<file path="config.mk">
export PLATFORM = sky130hd
export DESIGN_NAME = hcd_line_codec
export DESIGN_NICKNAME = d
export VERILOG_FILES = /design/src/logic/hcd_pkg.sv /design/src/logic/hcd_skid_buf.sv /design/src/logic/hcd_line_codec.sv
export VERILOG_INCLUDE_DIRS = /design/src /design/src/logic
export SDC_FILE = /design/constraint.sdc
export NUM_CORES = 1
export LEC_CHECK = 0
export BUFFER_PORTS_ARGS = -buffer_cell sky130_fd_sc_hd__buf_2
export CAP_MARGIN = 20
export CORE_ASPECT_RATIO = 1.5
export CORE_UTILIZATION = 50
export CTS_CLUSTER_SIZE = 10
export DETAILED_ROUTE_END_ITERATION = 7
export MAX_ROUTING_LAYER = met4
export PLACE_DENSITY = 0.77
export SETUP_SLACK_MARGIN = 0.2
export SLEW_MARGIN = 10
export SYNTH_ARGS = -nofsm -noshare
export SYNTH_HDL_FRONTEND = slang
export SYNTH_SLANG_ARGS = --single-unit
</file>
<file path="constraint.sdc">
create_clock -name clk_in -period 1.6 [get_ports clk_in]
set_input_delay 0.32 -clock clk_in [delete_from_list [all_inputs] [get_ports clk_in]]
set_output_delay 0.32 -clock clk_in [all_outputs]
set_load 0.02 [all_outputs]
</file>
<file path="src/logic/hcd_params.svh">
// Constants for the pseudo-ternary line codec.
`ifndef HCD_PARAMS_SVH
`define HCD_PARAMS_SVH

// Encoder look-ahead stages between capture and symbol decision.
`define HCD_ENC_STAGES 3
// Decoder stages between rail sampling and the NRZ output register.
`define HCD_DEC_STAGES 3
// Width of the same-polarity mark run counter.
`define HCD_RUN_W 2
// Run length reached at the second equal mark; the third is an error.
`define HCD_RUN_ERR 2'h2
// Run length after a mark of new polarity.
`define HCD_RUN_ONE 2'h1
// Symbol buffer geometry.
`define HCD_BUF_W 2
`define HCD_BUF_DEPTH 2

`endif

</file>
<file path="src/logic/hcd_pkg.sv">
// Types shared by the line codec files.
package hcd_pkg;

    // Marks a zero already claimed by a substitution pattern.
    typedef enum logic [1:0] {
        HCD_FL_NONE = 2'h0,
        HCD_FL_SUB  = 2'h1,
        HCD_FL_VIOL = 2'h3
    } hcd_flag_t;

    // One line symbol: both low is a space, one high is a mark.
    typedef struct packed {
        logic pos;
        logic neg;
    } hcd_sym_t;

endpackage

</file>
<file path="src/logic/hcd_skid_buf.sv">
// Small valid/ready buffer for line symbols.
`include "hcd_params.svh"
module hcd_skid_buf #(
    parameter int W     = `HCD_BUF_W,
    parameter int DEPTH = `HCD_BUF_DEPTH
) (
    input  wire logic         clk_in,
    input  wire logic         reset_n_in,
    input  wire logic         in_valid_in,
    output logic              in_ready_out,
    input  wire logic [W-1:0] in_data_in,
    output logic              out_valid_out,
    input  wire logic         out_ready_in,
    output logic [W-1:0]      out_data_out
);
    localparam int PW = (DEPTH > 1) ? $clog2(DEPTH) : 1;
    localparam int CW = $clog2(DEPTH + 1);

    logic [W-1:0]  mem_q [DEPTH];
    logic [PW-1:0] wr_q;
    logic [PW-1:0] rd_q;
    logic [CW-1:0] cnt_q;
    logic          push;
    logic          pop;

    assign in_ready_out  = (cnt_q != CW'(DEPTH));
    assign out_valid_out = (cnt_q != '0);
    assign out_data_out  = mem_q[rd_q];
    assign push          = in_valid_in & in_ready_out;
    assign pop           = out_valid_out & out_ready_in;

    always_ff @(posedge clk_in) begin
        if (push) begin
            mem_q[wr_q] <= in_data_in;
        end
    end

    always_ff @(posedge clk_in or negedge reset_n_in) begin
        if (!reset_n_in) begin
            wr_q  <= '0;
            rd_q  <= '0;
            cnt_q <= '0;
        end else begin
            if (push) begin
                wr_q <= (wr_q == PW'(DEPTH - 1)) ? '0 : PW'(wr_q + 1'b1);
            end
            if (pop) begin
                rd_q <= (rd_q == PW'(DEPTH - 1)) ? '0 : PW'(rd_q + 1'b1);
            end
            cnt_q <= CW'(cnt_q + CW'(push) - CW'(pop));
        end
    end
endmodule

</file>
<file path="src/logic/hcd_line_codec.sv">
// HDB3 / AMI line encoder and decoder, both clocks sampled on the system clock.
`include "hcd_params.svh"
module hcd_line_codec (
    input  wire logic clk_in,
    input  wire logic reset_n_in,
    input  wire logic code_select_in,
    input  wire logic enc_clk_in,
    input  wire logic nrz_data_in,
    output logic      tx_pos_rail_out,
    output logic      tx_neg_rail_out,
    input  wire logic dec_clk_in,
    input  wire logic rx_pos_rail_in,
    input  wire logic rx_neg_rail_in,
    output logic      nrz_data_out,
    output logic      error_out
);
    localparam int ES = `HCD_ENC_STAGES;
    localparam int DS = `HCD_DEC_STAGES;

    // Mode is the only state both directions see.
    logic hdb3_q;

    always_ff @(posedge clk_in or negedge reset_n_in) begin
        if (!reset_n_in) begin
            hdb3_q <= 1'b0;
        end else begin
            hdb3_q <= code_select_in;
        end
    end

    // Encoder.
    logic                enc_now_q;
    logic                enc_old_q;
    logic                nrz_q;
    logic                enc_rise;
    logic                enc_fall;
    logic [ES-1:0]       bit_q;
    hcd_pkg::hcd_flag_t  flag_q [ES];
    logic                last_pos_q;
    logic                odd_q;
    logic                sub;
    logic                lead_bit;
    hcd_pkg::hcd_flag_t  lead_flag;
    hcd_pkg::hcd_sym_t   sym_d;
    hcd_pkg::hcd_sym_t   sym_buf;
    logic                buf_ready;
    logic                buf_valid;
    logic                enc_step;

    always_ff @(posedge clk_in or negedge reset_n_in) begin
        if (!reset_n_in) begin
            enc_now_q <= 1'b0;
            enc_old_q <= 1'b0;
            nrz_q     <= 1'b0;
        end else begin
            enc_now_q <= enc_clk_in;
            enc_old_q <= enc_now_q;
            nrz_q     <= nrz_data_in;
        end
    end

    assign enc_rise  = enc_now_q & ~enc_old_q;
    assign enc_fall  = ~enc_now_q & enc_old_q;
    assign lead_bit  = bit_q[ES-1];
    assign lead_flag = flag_q[ES-1];
    // Back-pressure: a full buffer holds the pipeline rather than overwrite a symbol.
    assign enc_step  = enc_fall & buf_ready;

    // A run of four zeros is seen when the leaving zero has three zeros behind it.
    assign sub = hdb3_q & ~lead_bit & (lead_flag == hcd_pkg::HCD_FL_NONE)
               & (bit_q[ES-2:0] == '0) & ~nrz_q;

    always_comb begin
        sym_d = '0;
        if (lead_flag == hcd_pkg::HCD_FL_VIOL) begin
            sym_d.pos = last_pos_q;
            sym_d.neg = ~last_pos_q;
        end else if (lead_bit | (sub & ~odd_q)) begin
            sym_d.pos = ~last_pos_q;
            sym_d.neg = last_pos_q;
        end
    end

    always_ff @(posedge clk_in or negedge reset_n_in) begin
        if (!reset_n_in) begin
            bit_q <= '0;
            for (int i = 0; i < ES; i++) begin
                flag_q[i] <= hcd_pkg::HCD_FL_NONE;
            end
        end else if (enc_step) begin
            bit_q <= {bit_q[ES-2:0], nrz_q};
            if (sub) begin
                for (int i = 0; i < ES - 1; i++) begin
                    flag_q[i+1] <= hcd_pkg::HCD_FL_SUB;
                end
                flag_q[0] <= hcd_pkg::HCD_FL_VIOL;
            end else begin
                for (int i = 0; i < ES - 1; i++) begin
                    flag_q[i+1] <= flag_q[i];
                end
                flag_q[0] <= hcd_pkg::HCD_FL_NONE;
            end
        end
    end

    // Odd mark count since the last violation means the run needs no balancing mark.
    always_ff @(posedge clk_in or negedge reset_n_in) begin
        if (!reset_n_in) begin
            last_pos_q <= 1'b0;
            odd_q      <= 1'b0;
        end else if (enc_step) begin
            if (lead_flag == hcd_pkg::HCD_FL_VIOL) begin
                odd_q <= 1'b0;
            end else if (sym_d.pos | sym_d.neg) begin
                last_pos_q <= ~last_pos_q;
                odd_q      <= ~odd_q;
            end
        end
    end

    hcd_skid_buf #(
        .W     (`HCD_BUF_W),
        .DEPTH (`HCD_BUF_DEPTH)
    ) u_sym_buf (
        .clk_in        (clk_in),
        .reset_n_in    (reset_n_in),
        .in_valid_in   (enc_fall),
        .in_ready_out  (buf_ready),
        .in_data_in    (sym_d),
        .out_valid_out (buf_valid),
        .out_ready_in  (enc_rise),
        .out_data_out  (sym_buf)
    );

    // Rails are high only for the high phase of the encode clock.
    always_ff @(posedge clk_in or negedge reset_n_in) begin
        if (!reset_n_in) begin
            tx_pos_rail_out <= 1'b0;
            tx_neg_rail_out <= 1'b0;
        end else if (enc_rise) begin
            tx_pos_rail_out <= buf_valid & sym_buf.pos;
            tx_neg_rail_out <= buf_valid & sym_buf.neg;
        end else if (enc_fall) begin
            tx_pos_rail_out <= 1'b0;
            tx_neg_rail_out <= 1'b0;
        end
    end

    // Decoder.
    logic                  dec_now_q;
    logic                  dec_old_q;
    logic                  rx_pos_q;
    logic                  rx_neg_q;
    logic                  dec_rise;
    logic                  mark;
    logic                  same_pol;
    logic                  viol;
    logic [DS-1:0]         dbit_q;
    logic                  rx_last_pos_q;
    logic                  seen_q;
    logic [`HCD_RUN_W-1:0] run_q;

    always_ff @(posedge clk_in or negedge reset_n_in) begin
        if (!reset_n_in) begin
            dec_now_q <= 1'b0;
            dec_old_q <= 1'b0;
            rx_pos_q  <= 1'b0;
            rx_neg_q  <= 1'b0;
        end else begin
            dec_now_q <= dec_clk_in;
            dec_old_q <= dec_now_q;
            rx_pos_q  <= rx_pos_rail_in;
            rx_neg_q  <= rx_neg_rail_in;
        end
    end

    assign dec_rise = dec_now_q & ~dec_old_q;
    // Both rails high is not a legal symbol and is read as a space.
    assign mark     = rx_pos_q ^ rx_neg_q;
    assign same_pol = mark & seen_q & (rx_pos_q == rx_last_pos_q);
    assign viol     = hdb3_q & same_pol;

    always_ff @(posedge clk_in or negedge reset_n_in) begin
        if (!reset_n_in) begin
            dbit_q        <= '0;
            nrz_data_out  <= 1'b0;
            rx_last_pos_q <= 1'b0;
            seen_q        <= 1'b0;
        end else if (dec_rise) begin
            // A violation cancels itself and a balancing mark three places back.
            dbit_q       <= {dbit_q[DS-2:0], mark & ~viol};
            nrz_data_out <= dbit_q[DS-1] & ~viol;
            if (mark) begin
                rx_last_pos_q <= rx_pos_q;
                seen_q        <= 1'b1;
            end
        end
    end

    // Error is a pulse one decode period long.
    always_ff @(posedge clk_in or negedge reset_n_in) begin
        if (!reset_n_in) begin
            run_q     <= '0;
            error_out <= 1'b0;
        end else if (dec_rise) begin
            if (mark) begin
                run_q <= (same_pol && run_q != `HCD_RUN_ERR) ? `HCD_RUN_W'(run_q + 1'b1)
                       : (same_pol ? run_q : `HCD_RUN_ONE);
            end
            error_out <= hdb3_q & same_pol & (run_q == `HCD_RUN_ERR);
        end
    end
endmodule

</file>
==> impl_metrics.csv <==
group,metric,value,unit
synthesis,synth.top_cell.area_share,54.32,%
global_route,grt_pass1_wl,4402,um
synthesis,synth-edff-count,4,
sta,fmax,0.6568,GHz
die,die_h,69.53,um
global_route,grt_use_total,20.33,%
final_layout,antennaDiodeCount,0,
detailed_routing,vias_per_cell,5.104,
sta,finalHoldViolCount,0,
worst_setup_path,required,1.77,ns
detailed_routing,via_count,1031,
worst_setup_path,reg2regPathDepth,8,
global_route,antenna_found_initial,0,
placement,gp_congestion,0.7502,
sta,maxSlewViolCount,0,
clock_tree,clock_latency,0.28,ns
sta,post-route-min-period,1.522,ns
global_route,grt_max_degree,34,
final_layout,final_cell_count_no_fill,202,
global_route,grt_pass1_vias,1068,
die,start_util,52.19,%
clock_tree,clkTransAtPathRegs,0.06,ns
worst_setup_path,worstPathCellList,"ha_4 > o21ai_4 > inv_2 > ha_4 > inv_2 > ha_4 > xnor2_2 > xnor2_1",
sta,fin_skew,0.002919,ns
final_layout,final_net_count,175,
worst_setup_path,worstSetupStartpointType,"flip-flop",
clock_tree,htreeDepth,2,
power_and_ir_drop,intPower,1993,uW
final_layout,syn2layout_area_growth,27.08,%
sta,slew_headroom,73.24,%
power_and_ir_drop,pwr-share-clk,20.1,%
detailed_routing,drc,0,
synthesis,avgSynthCellArea,11.52,sq um
worst_setup_path,path_buf_inv,2,
placement,pre_cts_ws,0.03160,ns
worst_setup_path,max_stage_delay,0.41,ns
synthesis,netlist-cell-type-count,31,
min_path,holdCritPathClass,"in -> async",
power_and_ir_drop,sw_frac_of_total,32.17,%
final_layout,drive_gt1_share,33.13,%
power_and_ir_drop,cellLeakagePower,0.0008931,uW
detailed_routing,final_antenna_net_count,0,
power_and_ir_drop,combPwrFrac,31.7,%
synthesis,ys_ff_latch,37,
die,rows,24,
worst_setup_path,critPathMaxFanout,3,
synthesis,synth_top_area_cell,"dfrtp_1",
detailed_routing,dr.pass1.iters,4,
synthesis,netlist_instances,132,
die,dieWidth,47.02,um
sta,tns,0,ns
synthesis,synth_warnings,0,
synthesis,ys_seq_area_share,62.22,%
clock_tree,cts_tree,"built",
global_route,grt_overflow,0,
power_and_ir_drop,seqPwrFrac,48.2,%
die,io_pins,12,
sta,timing.hold.ws,0.05150,ns
worst_setup_path,r2r_slack,0.08,ns
clock_tree,cts_num_sinks,37,
placement,place_inst,187,
sta,setup_viol_count_final,0,
die,dieArea,0.003269,sq mm
power_and_ir_drop,ir_worst_vdd,1166,uV
power_and_ir_drop,power_density,1521,mW/mm^2
sta,worstMarginPinSlew,0.4014,ns
detailed_routing,routed_wl,2584,um
clock_tree,cts_buffers,5,
synthesis,syn-num-nets,145,
worst_setup_path,worst_r2r_endpoint,"u_sym_buf.cnt_q[1]",
synthesis,ys.flop_type,"dfrtp_1",
detailed_routing,routedWlPerCell,12.79,um
sta,rsz0062_at_grt,"yes",
worst_setup_path,crit_type,"reg -> reg",
placement,dp_hpwl,1770,um
clock_tree,cts_buffer_depth,2,
worst_setup_path,cpMostUsedCell,"ha_4",
placement,port-buffer-count,11,
power_and_ir_drop,p_switching,944.9,uW
worst_setup_path,crit_slowest_cell,"dfrtp_1",
outcome,status,"completed",
synthesis,synth_area,0.001520,sq mm
sta,fin_crit_sh,95.15,%
final_layout,nFillCells,237,
run,cap_viol_max_count,0,
clock_tree,root_buffer,"clkbuf_8",
sta,final.setup.worst_slack,0.07752,ns
detailed_routing,drt_iter0_markers,31,
worst_setup_path,crit_path_end_kind,"flip-flop",
worst_setup_path,cp_data_arrival_time,1.69,ns
worst_setup_path,reg2reg_from,"enc_now_q",
synthesis,yosys-top-cells-area,"dfrtp_1 54%, edfxtp_1 7.9%, nand2_1 7.2%",
synthesis,synthArstFlopShare,89.19,%
worst_setup_path,critical-path-top-delay-family,"adder cells",
die,core_area,0.002913,sq mm
-- through the flow --
stage | area [sq um] | utilization [%] | total power (uW)
2_1_floorplan | 1536 | - | 1874
3_3_place_gp | 1682 | 57.73 | 2034
3_5_place_dp | 1682 | 57.73 | 2108
4_1_cts | 1847 | 63.40 | 2876
5_1_grt | 1932 | 66.32 | 3129
6_report | 1932 | 66.32 | 2938
-- area by class of cell --
cell class / count / area [sq um] / area share (%)
repair buffers: 24 / 160.2 / 8.290
flip-flops and latches: 37 / 945.9 / 48.96
well taps: 39 / 48.80 / 2.526
multi-input cells: 84 / 659.4 / 34.13
clock buffers: 8 / 80.08 / 4.145
inverters: 10 / 37.54 / 1.943
-- cells in the final DEF (no fill, tap or decap), types with 2 or more instances in the layout --
cell type and count:
buf_4 11, nand2b_1 3, mux2i_1 3, dfrtp_1 33
inv_1 6, o31ai_4 2, ha_4 3, clkbuf_8 5
xnor2_1 3, buf_6 2, o21ai_1 4, a21o_1 2
clkbuf_1 3, o21ai_0 2, nor2_1 2, nand2_1 29
buf_2 11, ha_1 2, xor2_1 2, edfxtp_1 4
inv_2 4, nor2_2 4, a21oi_1 4
-- power groups by stage --
stage | logic, uW | clock network (uW) | registers [uW]
2_1_floorplan | 477 | 0 | 1400
3_3_place_gp | 644 | 0 | 1390
3_5_place_dp | 699 | 0 | 1410
4_1_cts | 858 | 614 | 1400
5_1_grt | 1030 | 661 | 1440
6_report | 931 | 591 | 1410
-- cell usage after synthesis (all sizes together), types with 2 or more instances --
cell	instances
a21o	2
a21oi	5
dfrtp	33
edfxtp	4
ha	5
inv	10
mux2	2
mux2i	4
nand2	29
nand2b	3
nor2	6
o21ai	8
o31ai	3
xnor2	4
xor2	2
-- worst max path at each step --
stage,startpoint,endpoint,slack (ns),cells past startpoint
after global routing,enc_old_q,u_sym_buf.cnt_q[1],0.02,9
after CTS,enc_old_q,u_sym_buf.cnt_q[1],0.03,9
final,enc_now_q,u_sym_buf.cnt_q[1],0.08,8
after global placement,enc_now_q,u_sym_buf.cnt_q[1],0.11,8
after detailed placement,enc_now_q,u_sym_buf.cnt_q[1],0.03,8
after floorplan,enc_now_q,u_sym_buf.cnt_q[1],0.09,8
-- kinds of logic after synthesis --
group | share of synthesized area [%]
AND/OR/NAND/NOR | 14.65
flip-flops | 62.22
AO/OA/AOI/OAI | 8.724
buffers and inverters | 2.715
XOR/XNOR | 3.457
multiplexers | 4.115
adder cells (fa/ha/maj) | 4.115
-- worst register-to-register path: cells and delay by family, from the launching register on --
family / cells / cell delay, ns
AO/OA/AOI/OAI: 1 / 0.06
adder cells (fa/ha/maj): 3 / 0.59
flip-flops: 1 / 0.41
buffers and inverters: 2 / 0.10
XOR/XNOR: 2 / 0.25
-- timing repair --
action                     CTS  global route
hold endpoints to repair     0             0
gates cloned                 0             0
setup buffers                5             2
pin swaps                    8             6
resized for setup            8            14
setup endpoints to repair   13            20
hold buffers                 0             0
-- flip-flops by register name (all words and copies together), names as in the netlist, 2 cells and up --
register,cells
flag_q,3
bit_q,3
lead_flag,2
dbit_q,3
u_sym_buf.cnt_q,2
u_sym_buf.mem_q,4
run_q,2
-- layer usage --
metal / global-route usage (%) / up-vias / wire length [um] / part of all wire [%]
li1: - / 500 / - / -
met1: 21.74 / 507 / 997 / 39
met2: 31.17 / 16 / 1414 / 55
met3: 6.250 / 8 / 80 / 3.1
met4: 12.70 / 0 / 92 / 3.6
met5: - / - / 0 / 0
(Power assumes the default switching activity.)
